File: src/design/cpcd_pkg.sv
// Package for the processing clock divider configuration block.
// Holds register offsets, reset values, field positions and the carriers.
// Assumes an 8-bit register space, addressed by byte index.
package cpcd_pkg;

    // ------------------------------------------------------------
    // Register offsets
    // ------------------------------------------------------------
    localparam logic [7:0] OFS_PLAYBACK_PROC_DIV   = 8'h0B;
    localparam logic [7:0] OFS_PLAYBACK_INSTR      = 8'h0F;
    localparam logic [7:0] OFS_PLAYBACK_INTERP     = 8'h10;
    localparam logic [7:0] OFS_RSVD_AFTER_INTERP   = 8'h11;
    localparam logic [7:0] OFS_RECORD_PROC_DIV     = 8'h12;
    localparam logic [7:0] OFS_RECORD_MOD_DIV      = 8'h13;
    localparam logic [7:0] OFS_RECORD_OVERSAMPLE   = 8'h14;
    localparam logic [7:0] OFS_RECORD_INSTR        = 8'h15;
    localparam logic [7:0] OFS_RECORD_DECIM        = 8'h16;
    localparam logic [7:0] OFS_RSVD_AFTER_DECIM_A  = 8'h17;
    localparam logic [7:0] OFS_RSVD_AFTER_DECIM_B  = 8'h18;

    // ------------------------------------------------------------
    // Reset values
    // ------------------------------------------------------------
    localparam logic [7:0] RST_PLAYBACK_PROC_DIV   = 8'h01;
    localparam logic [7:0] RST_PLAYBACK_INSTR      = 8'h80;
    localparam logic [7:0] RST_PLAYBACK_INTERP     = 8'h08;
    localparam logic [7:0] RST_RECORD_PROC_DIV     = 8'h01;
    localparam logic [7:0] RST_RECORD_MOD_DIV      = 8'h01;
    localparam logic [7:0] RST_RECORD_OVERSAMPLE   = 8'h80;
    localparam logic [7:0] RST_RECORD_INSTR        = 8'h80;
    localparam logic [7:0] RST_RECORD_DECIM        = 8'h04;
    // Decoded ratios held during reset, matching the reset codes above
    localparam logic [10:0] RST_PLAYBACK_INSTR_COUNT    = 11'h200;
    localparam logic [4:0]  RST_PLAYBACK_INTERP_RATIO   = 5'h08;
    localparam logic [8:0]  RST_RECORD_OVERSAMPLE_RATIO = 9'h080;
    localparam logic [8:0]  RST_RECORD_INSTR_COUNT      = 9'h100;
    localparam logic [4:0]  RST_RECORD_DECIM_RATIO      = 5'h04;

    // ------------------------------------------------------------
    // Field positions and decode constants
    // ------------------------------------------------------------
    localparam int         DIV_RUN_BIT             = 7;
    localparam logic [7:0] RATIO4_MASK             = 8'h0F;
    localparam logic [7:0] DIV_ZERO_LEN            = 8'h80;
    localparam logic [7:0] RECORD_INSTR_MAX_CODE   = 8'hC0;
    localparam int         PLAYBACK_INSTR_SHIFT    = 2;
    localparam int         RECORD_INSTR_SHIFT      = 1;
    localparam logic [7:0] CNT_RESET               = 8'h00;

    // ------------------------------------------------------------
    // Carriers
    // ------------------------------------------------------------
    // Decoded settings handed to the processing engines
    typedef struct packed {
        logic [10:0] playback_instr_count;
        logic [4:0]  playback_interp_ratio;
        logic [8:0]  record_oversample_ratio;
        logic [8:0]  record_instr_count;
        logic        record_instr_reserved;
        logic [4:0]  record_decim_ratio;
    } cpcd_ratio_t;

    // Divided clock ticks, one ref_clk cycle wide each
    typedef struct packed {
        logic playback_proc_tick;
        logic record_proc_tick;
        logic record_mod_tick;
    } cpcd_tick_t;

    // Whole state of the block
    typedef struct packed {
        logic [7:0]  playback_proc_div_cfg;
        logic [7:0]  playback_instr_count_cfg;
        logic [7:0]  playback_interp_ratio_cfg;
        logic [7:0]  record_proc_divider_cfg;
        logic [7:0]  record_mod_divider_cfg;
        logic [7:0]  record_oversample_cfg;
        logic [7:0]  record_instr_count_cfg;
        logic [7:0]  record_decim_ratio_cfg;
        logic [2:0]  clkin_sync;
        logic        clkin_level;
        logic [7:0]  pp_cnt;
        logic [7:0]  rp_cnt;
        logic [7:0]  rm_cnt;
        cpcd_tick_t  ticks;
        cpcd_ratio_t ratios;
        logic [7:0]  rdata;
    } cpcd_state_t;

endpackage

File: src/design/cpcd_clock_divider_cfg.sv
// Processing clock divider and ratio configuration for the codec engines.
// Assumes codec_clkin is an asynchronous clock pin, much slower than ref_clk,
// and that playback_mod_tick is a one-cycle strobe made on ref_clk.
// Divided clocks leave as one-cycle strobes on ref_clk, not square waves.
//
// Notes on behaviour
// - Playback instruction count is four times code; code zero gives 1024.
// - Interpolation ratio equals its 4-bit code; code zero gives 16.
// - Record processing divider bit 7 clear: bypass to playback processing clock.
// - Record processing divider divides by code; code zero divides by 128.
// - Record modulator divider bit 7 clear: record modulator equals playback modulator.
// - Record modulator divider divides by code; code zero divides by 128.
// - Record oversampling ratio equals code; code zero gives 256.
// - Record instruction count is twice code; zero and codes above C0 reserved.
// - Decimation ratio equals its 4-bit code; code zero gives 16.
// - Playback processing divider runs when bit 7 set; code zero means 128.
module cpcd_clock_divider_cfg
(
    // Clock and reset
    input  wire logic                 ref_clk,
    input  wire logic                 nrst,
    // Register port
    input  wire logic                 reg_wr,
    input  wire logic                 reg_rd,
    input  wire logic [7:0]           reg_addr,
    input  wire logic [7:0]           reg_wdata,
    output logic      [7:0]           reg_rdata,
    // Clock sources
    input  wire logic                 codec_clkin,
    input  wire logic                 playback_mod_tick,
    // Divided clocks and decoded settings
    output cpcd_pkg::cpcd_tick_t      ticks,
    output cpcd_pkg::cpcd_ratio_t     ratios
);

    // ------------------------------------------------------------
    // Helpers
    // ------------------------------------------------------------
    // Divide length of a 7-bit divider code
    function automatic logic [7:0] div_len(input logic [7:0] cfg);
        div_len = (cfg[6:0] == 7'h00) ? cpcd_pkg::DIV_ZERO_LEN : {1'b0, cfg[6:0]};
    endfunction

    // Ratio of a 4-bit code, zero meaning 16
    function automatic logic [4:0] ratio4(input logic [7:0] cfg);
        ratio4 = (cfg[3:0] == 4'h0) ? 5'h10 : {1'b0, cfg[3:0]};
    endfunction

    // One divider step: returns next count, tick in bit 8
    // A code change mid-count is not guarded: a count past the new length wraps
    function automatic logic [8:0] div_step(input logic       run,
                                            input logic       edge_in,
                                            input logic [7:0] cnt,
                                            input logic [7:0] len);
        logic [7:0] cnt_inc;
        cnt_inc = cnt + 8'h01;
        if (!run)
            div_step = {1'b0, cpcd_pkg::CNT_RESET};
        else if (!edge_in)
            div_step = {1'b0, cnt};
        else if (cnt_inc == len)
            div_step = {1'b1, cpcd_pkg::CNT_RESET};
        else
            div_step = {1'b0, cnt_inc};
    endfunction

    // ------------------------------------------------------------
    // State
    // ------------------------------------------------------------
    cpcd_pkg::cpcd_state_t state_ff;
    cpcd_pkg::cpcd_state_t nxt_state;

    logic                  clkin_rise;
    logic [8:0]            pp_step;
    logic [8:0]            rp_step;
    logic [8:0]            rm_step;

    // ------------------------------------------------------------
    // Next-state logic
    // ------------------------------------------------------------
    always_comb
    begin
        nxt_state = state_ff;

        // Register writes; reserved offsets and reserved nibble are dropped
        if (reg_wr)
        begin
            unique case (reg_addr)
                cpcd_pkg::OFS_PLAYBACK_PROC_DIV:
                    nxt_state.playback_proc_div_cfg = reg_wdata;
                cpcd_pkg::OFS_PLAYBACK_INSTR:
                    nxt_state.playback_instr_count_cfg = reg_wdata;
                cpcd_pkg::OFS_PLAYBACK_INTERP:
                    nxt_state.playback_interp_ratio_cfg = reg_wdata & cpcd_pkg::RATIO4_MASK;
                cpcd_pkg::OFS_RECORD_PROC_DIV:
                    nxt_state.record_proc_divider_cfg = reg_wdata;
                cpcd_pkg::OFS_RECORD_MOD_DIV:
                    nxt_state.record_mod_divider_cfg = reg_wdata;
                cpcd_pkg::OFS_RECORD_OVERSAMPLE:
                    nxt_state.record_oversample_cfg = reg_wdata;
                cpcd_pkg::OFS_RECORD_INSTR:
                    nxt_state.record_instr_count_cfg = reg_wdata;
                cpcd_pkg::OFS_RECORD_DECIM:
                    nxt_state.record_decim_ratio_cfg = reg_wdata & cpcd_pkg::RATIO4_MASK;
                // Reserved and unmapped offsets store nothing, so a stray write is harmless
                default:
                    nxt_state.rdata = state_ff.rdata;
            endcase
        end

        // Read data, registered; unmapped and reserved offsets read zero
        if (reg_rd)
        begin
            unique case (reg_addr)
                cpcd_pkg::OFS_PLAYBACK_PROC_DIV: nxt_state.rdata = state_ff.playback_proc_div_cfg;
                cpcd_pkg::OFS_PLAYBACK_INSTR:    nxt_state.rdata = state_ff.playback_instr_count_cfg;
                cpcd_pkg::OFS_PLAYBACK_INTERP:   nxt_state.rdata = state_ff.playback_interp_ratio_cfg;
                cpcd_pkg::OFS_RECORD_PROC_DIV:   nxt_state.rdata = state_ff.record_proc_divider_cfg;
                cpcd_pkg::OFS_RECORD_MOD_DIV:    nxt_state.rdata = state_ff.record_mod_divider_cfg;
                cpcd_pkg::OFS_RECORD_OVERSAMPLE: nxt_state.rdata = state_ff.record_oversample_cfg;
                cpcd_pkg::OFS_RECORD_INSTR:      nxt_state.rdata = state_ff.record_instr_count_cfg;
                cpcd_pkg::OFS_RECORD_DECIM:      nxt_state.rdata = state_ff.record_decim_ratio_cfg;
                default:                         nxt_state.rdata = 8'h00;
            endcase
        end

        // Pin high and low must each last two ref_clk cycles, or a rise is lost
        // Codec clock pin: three stages, a change counts once stages two and three agree
        nxt_state.clkin_sync = {state_ff.clkin_sync[1:0], codec_clkin};
        if (state_ff.clkin_sync[2] == state_ff.clkin_sync[1])
            nxt_state.clkin_level = state_ff.clkin_sync[2];
        clkin_rise = (state_ff.clkin_sync[2] == state_ff.clkin_sync[1])
                   && state_ff.clkin_sync[2] && !state_ff.clkin_level;

        // Playback processing divider on the codec clock
        pp_step = div_step(state_ff.playback_proc_div_cfg[cpcd_pkg::DIV_RUN_BIT],
                           clkin_rise, state_ff.pp_cnt,
                           div_len(state_ff.playback_proc_div_cfg));
        nxt_state.pp_cnt = pp_step[7:0];
        nxt_state.ticks.playback_proc_tick = pp_step[8];

        // Bypass copies the playback tick in the same cycle, keeping both engines in step
        // Record processing divider on the codec clock, or bypass
        rp_step = div_step(state_ff.record_proc_divider_cfg[cpcd_pkg::DIV_RUN_BIT],
                           clkin_rise, state_ff.rp_cnt,
                           div_len(state_ff.record_proc_divider_cfg));
        nxt_state.rp_cnt = rp_step[7:0];
        if (state_ff.record_proc_divider_cfg[cpcd_pkg::DIV_RUN_BIT])
            nxt_state.ticks.record_proc_tick = rp_step[8];
        else
            nxt_state.ticks.record_proc_tick = pp_step[8];

        // Record modulator divider on the record processing clock, or bypass
        rm_step = div_step(state_ff.record_mod_divider_cfg[cpcd_pkg::DIV_RUN_BIT],
                           nxt_state.ticks.record_proc_tick, state_ff.rm_cnt,
                           div_len(state_ff.record_mod_divider_cfg));
        nxt_state.rm_cnt = rm_step[7:0];
        if (state_ff.record_mod_divider_cfg[cpcd_pkg::DIV_RUN_BIT])
            nxt_state.ticks.record_mod_tick = rm_step[8];
        else
            nxt_state.ticks.record_mod_tick = playback_mod_tick;

        // Decoded ratios; these lag a register write by one cycle
        // Reserved record codes still decode to twice the code; the flag warns the engine
        nxt_state.ratios.playback_instr_count =
            (state_ff.playback_instr_count_cfg == 8'h00) ? 11'h400
            : 11'({state_ff.playback_instr_count_cfg, 2'b00});
        nxt_state.ratios.playback_interp_ratio =
            ratio4(state_ff.playback_interp_ratio_cfg);
        nxt_state.ratios.record_oversample_ratio =
            (state_ff.record_oversample_cfg == 8'h00) ? 9'h100
            : {1'b0, state_ff.record_oversample_cfg};
        nxt_state.ratios.record_instr_count =
            {state_ff.record_instr_count_cfg, 1'b0};
        nxt_state.ratios.record_instr_reserved =
            (state_ff.record_instr_count_cfg == 8'h00)
            || (state_ff.record_instr_count_cfg > cpcd_pkg::RECORD_INSTR_MAX_CODE);
        nxt_state.ratios.record_decim_ratio =
            ratio4(state_ff.record_decim_ratio_cfg);
    end

    // ------------------------------------------------------------
    // State register
    // ------------------------------------------------------------
    // Decoded ratios reset to the decode of the reset register values
    always_ff @(posedge ref_clk or negedge nrst)
    begin
        if (!nrst)
        begin
            state_ff                           <= '0;
            state_ff.playback_proc_div_cfg     <= cpcd_pkg::RST_PLAYBACK_PROC_DIV;
            state_ff.playback_instr_count_cfg  <= cpcd_pkg::RST_PLAYBACK_INSTR;
            state_ff.playback_interp_ratio_cfg <= cpcd_pkg::RST_PLAYBACK_INTERP;
            state_ff.record_proc_divider_cfg   <= cpcd_pkg::RST_RECORD_PROC_DIV;
            state_ff.record_mod_divider_cfg    <= cpcd_pkg::RST_RECORD_MOD_DIV;
            state_ff.record_oversample_cfg     <= cpcd_pkg::RST_RECORD_OVERSAMPLE;
            state_ff.record_instr_count_cfg    <= cpcd_pkg::RST_RECORD_INSTR;
            state_ff.record_decim_ratio_cfg    <= cpcd_pkg::RST_RECORD_DECIM;
            state_ff.ratios.playback_instr_count    <= cpcd_pkg::RST_PLAYBACK_INSTR_COUNT;
            state_ff.ratios.playback_interp_ratio   <= cpcd_pkg::RST_PLAYBACK_INTERP_RATIO;
            state_ff.ratios.record_oversample_ratio <= cpcd_pkg::RST_RECORD_OVERSAMPLE_RATIO;
            state_ff.ratios.record_instr_count      <= cpcd_pkg::RST_RECORD_INSTR_COUNT;
            state_ff.ratios.record_decim_ratio      <= cpcd_pkg::RST_RECORD_DECIM_RATIO;
        end
        else
        begin
            state_ff <= nxt_state;
        end
    end

    // ------------------------------------------------------------
    // Outputs, straight from flip-flops
    // ------------------------------------------------------------
    // Read data holds until the next read strobe
    assign reg_rdata = state_ff.rdata;
    assign ticks     = state_ff.ticks;
    assign ratios    = state_ff.ratios;

endmodule

File: config.mk
export PLATFORM = sky130hd
export DESIGN_NAME = cpcd_clock_divider_cfg
export DESIGN_NICKNAME = d
export VERILOG_FILES = /design/src/design/cpcd_pkg.sv /design/src/design/cpcd_clock_divider_cfg.sv
export SDC_FILE = /design/constraint.sdc
export NUM_CORES = 1
export LEC_CHECK = 0
export ABC_CLOCK_PERIOD_IN_PS = 6520
export BUFFER_PORTS_ARGS = -buffer_cell sky130_fd_sc_hd__clkbuf_2
export CORE_UTILIZATION = 45
export DETAILED_ROUTE_END_ITERATION = 8
export HOLD_SLACK_MARGIN = 0.06
export PLACE_DENSITY_LB_ADDON = 0.05
export SYNTH_ARGS = -nofsm -noshare
export SYNTH_HDL_FRONTEND = slang
export SYNTH_SLANG_ARGS = --single-unit
File: constraint.sdc
create_clock -name ref_clk -period 6.52 [get_ports ref_clk]
set_input_delay 0 -clock ref_clk [delete_from_list [all_inputs] [get_ports ref_clk]]
set_output_delay 0 -clock ref_clk [all_outputs]
set_load 0.02 [all_outputs]
==> flow_metrics.tcl <==
set metrics [dict create \
    status "complete, no violations" \
    cts-htree-levels 4 \
    layout-area-overhead-vs-synth_pct 11.8 \
    cts_root_buf "sky130_fd_sc_hd__clkbuf_16" \
    tritoncts "done" \
    yosysSeqAreaShare 0.500 \
    path_max_fanout 8 \
    synth-edff-count 0 \
    wl_per_cell_um 18.9 \
    grt_pass1_vias 4310 \
    post_route_cells_drive_above_1_share 0.324 \
    r2r_cells 8 \
    maximum_number_of_pins_on_one_net_before_global_route_repair 83 \
    timing.final.crit_period_ns 2.67 \
    final_cell_count_no_fill 799 \
    finalHoldWorstSlack_ns 0.111 \
    max_slew.worst_pin.slew_ns 0.877 \
    maxSlewViolCount 0 \
    floorplan.core_area_mm2 0.0145 \
    final.period_utilization 0.410 \
    post_synth.cell_area_avg_um2 11.2 \
    criticalPathCategory "reg -> reg" \
    netlist-cell-type-count 70 \
    timing.critical_path.buf_inv 0 \
    totalPowerFinal_mw 2.07 \
    placement.setup.worst_slack_ns 3.83 \
    synthesis.instances 594 \
    via_density_per_instance 5.56 \
    worstPathArrival_ns 2.98 \
    cts_inserted_buffers 17 \
    route.antenna.remaining_nets 0 \
    worst_clock_skew_ns 0.00676 \
    synth_top_cell_by_area "sky130_fd_sc_hd__dfrtp_1" \
    starting_density_of_the_core 0.458 \
    clkTransAtPathRegs_ns 0.06 \
    placed_area_mm2 0.00666 \
    route.final.wire_length_mm 15.1 \
    synthesis.area_mm2 0.00664 \
    critical_path.slowest_cell "sky130_fd_sc_hd__a211oi_1" \
    worst_slew_margin_rel 0.412 \
    power_per_unit_of_standard_cell_area_mw_per_mm2 279 \
    globalplace.congestion 0.872 \
    crit_path_cell_trace "ha_1, and2_1, nand2_1, or3_1, a211oi_1, a21oi_2, a2bb2oi_1, mux2i_1" \
    critical_path.top_delay_family "compound AO/OA/AOI/OAI gates" \
    timing.fmax_ghz 0.374 \
    vdd_ir_drop_max_uv 166 \
    gr-total-overflow 0 \
    io_pins 73 \
    finalHoldViolCount 0 \
    number_of_nets_in_the_final_layout 628 \
    drt_first_iter_violations 196 \
    regToRegEndpoint "state_ff[53]" \
    worstHoldEndpoint "reg_rdata[2]" \
    port-buffer-count 69 \
    netlist_top_cells_area "sky130_fd_sc_hd__dfrtp_1, sky130_fd_sc_hd__mux2_2, sky130_fd_sc_hd__buf_4" \
    fp.dieArea_mm2 0.0152 \
    die_height_um 123 \
    postCtsSetupBuffers 0 \
    drc 0 \
    grt_antenna_before_repair 0 \
    vias 4439 \
    synth.yosys.warnings 0 \
    cap_violations 0 \
    setup_total_negative_slack_ns 0 \
    async_flop_share 1.00 \
    holdCritPathClass "in -> reg" \
    r2r_setup_slk_ns 3.85 \
    whs_path_depth 3 \
    grt_pass1_wl_mm 23.7 \
    slowest_delay_ns 0.75 \
    n_antenna_cell 0 \
    netlist.area_leader.share 0.449 \
    grtUsageTotal 0.212 \
    ffs_latches_synth 132 \
    startpoint_type "register" \
    fin_util 0.513 \
    finish.instance_area_mm2 0.00742 \
    yosys_most_used_dff "sky130_fd_sc_hd__dfrtp_1" \
    numPlacedInstances 753 \
    place.detailed.hpwl_mm 10.7 \
    leakagePower_nw 3.48 \
    fp.dieW_um 123 \
    grt_setup_unrepaired "false" \
    worstHoldStart "reg_addr[1]" \
    startpoint_of_the_worst_register_to_register_path "state_ff[51]" \
    clockBufferDepth 2 \
    end_kind "register" \
    clk_latency_ns 0.42 \
    tritoncts_num_sinks 132 \
    setup_viol 0 \
    setup_slack_ns 3.85 \
    crit_required_ns 6.83 \
    floorplan.rows 44 \
    drt-pass1-iter-count 4 \
]
cells in the final DEF, fill, tap and decap left out, types with 6 or more instances in the layout:
cell,netlist,final
sky130_fd_sc_hd__nor2_1,21,21
sky130_fd_sc_hd__clkbuf_16,0,17
sky130_fd_sc_hd__xnor2_1,14,14
sky130_fd_sc_hd__nor3_1,8,8
sky130_fd_sc_hd__dfstp_2,13,13
sky130_fd_sc_hd__o21ai_0,13,13
sky130_fd_sc_hd__xor2_1,10,10
sky130_fd_sc_hd__or4_1,7,7
sky130_fd_sc_hd__dlygate4sd3_1,0,14
sky130_fd_sc_hd__nand2_1,24,24
sky130_fd_sc_hd__a22o_1,10,10
sky130_fd_sc_hd__and3_1,9,9
sky130_fd_sc_hd__mux2_2,57,57
sky130_fd_sc_hd__a21oi_1,23,23
sky130_fd_sc_hd__a31oi_1,6,6
sky130_fd_sc_hd__nand3_1,29,29
sky130_fd_sc_hd__dfrtp_1,119,119
sky130_fd_sc_hd__inv_1,14,14
sky130_fd_sc_hd__nor4_1,6,6
sky130_fd_sc_hd__mux2i_1,18,18
sky130_fd_sc_hd__clkbuf_2,0,68
report_power, final:
part	switching [mW]	internal (mW)	total (mW)
clock	0.357	0.648	1.01
sequential	0.0302	0.860	0.890
combinational	0.109	0.0678	0.177
total	0.497	1.58	2.07
state kept, by name, indices dropped and copies added, names as in the netlist:
register	flops
state_ff	74
ticks	3
nxt_state	10
reg_rdata	8
ratios	37
cell type report:
cell class / instances / area, µm²
Clock inverter: 13 / 183
Clock buffer: 19 / 443
Inverter: 14 / 52.6
Sequential cell: 132 / 3320
Fill cell: 1282 / 7060
Tap cell: 184 / 230
Timing Repair Buffer: 84 / 499
Multi-Input combinational cell: 353 / 2700
worst max-delay path by stage:
| stage | slack (ns) | depth (start not counted) | to | start |
|---|---|---|---|---|
| finish | 3.85 | 8 | state_ff[53] | state_ff[51] |
| global route | 3.56 | 8 | state_ff[53] | state_ff[51] |
| CTS | 3.85 | 8 | state_ff[57] | state_ff[59] |
| detailed placement | 3.83 | 8 | state_ff[58] | state_ff[59] |
| global placement | 3.93 | 8 | state_ff[57] | state_ff[59] |
| floorplan | 4.14 | 10 | state_ff[54] | state_ff[67] |
cell families after synthesis:
group                      synth area share
and+or+nand+nor                       0.112
DFF                                   0.500
buffers and inverters                0.0948
AOI/OAI and AO/OA                     0.123
muxes                                 0.131
xor gates and xnor gates             0.0317
adders and majority gates           0.00754
other                              0.000565
repair_timing:
action | CTS | global route
resized for setup | 0 | 0
setup endpoints to repair | 0 | 0
hold buffers | 14 | 0
endpoints found under the hold margin | 137 | 0
synth_stat cells, types with 6 or more instances:
cell type and instances:
sky130_fd_sc_hd__or4_1 7, sky130_fd_sc_hd__a22o_1 10, sky130_fd_sc_hd__nor3_1 8, sky130_fd_sc_hd__xnor2_1 14
sky130_fd_sc_hd__nor2_1 21, sky130_fd_sc_hd__mux2i_1 18, sky130_fd_sc_hd__a31oi_1 6, sky130_fd_sc_hd__xor2_1 10
sky130_fd_sc_hd__o21ai_0 13, sky130_fd_sc_hd__nand2_1 24, sky130_fd_sc_hd__clkbuf_1 37, sky130_fd_sc_hd__mux2_2 57
sky130_fd_sc_hd__dfrtp_1 119, sky130_fd_sc_hd__and3_1 9, sky130_fd_sc_hd__nand3_1 29, sky130_fd_sc_hd__buf_4 51
sky130_fd_sc_hd__nor4_1 6, sky130_fd_sc_hd__a21oi_1 23, sky130_fd_sc_hd__dfstp_2 13, sky130_fd_sc_hd__inv_1 14
sky130_fd_sc_hd__buf_2 8
tightest hold or removal path, stage by stage:
cell	delay, ns
sky130_fd_sc_hd__clkbuf_2	0.25
sky130_fd_sc_hd__a211oi_1	0.12
sky130_fd_sc_hd__o22ai_1	0.11
per-layer routing:
metal,vias to the layer above,routed length (µm),track usage
met3,20,542,0.0415
met4,0,265,0.0828
li1,2080,-,-
met5,-,0,0
met2,107,7250,0.335
met1,2232,7080,0.288
(Power assumes the default switching activity.)
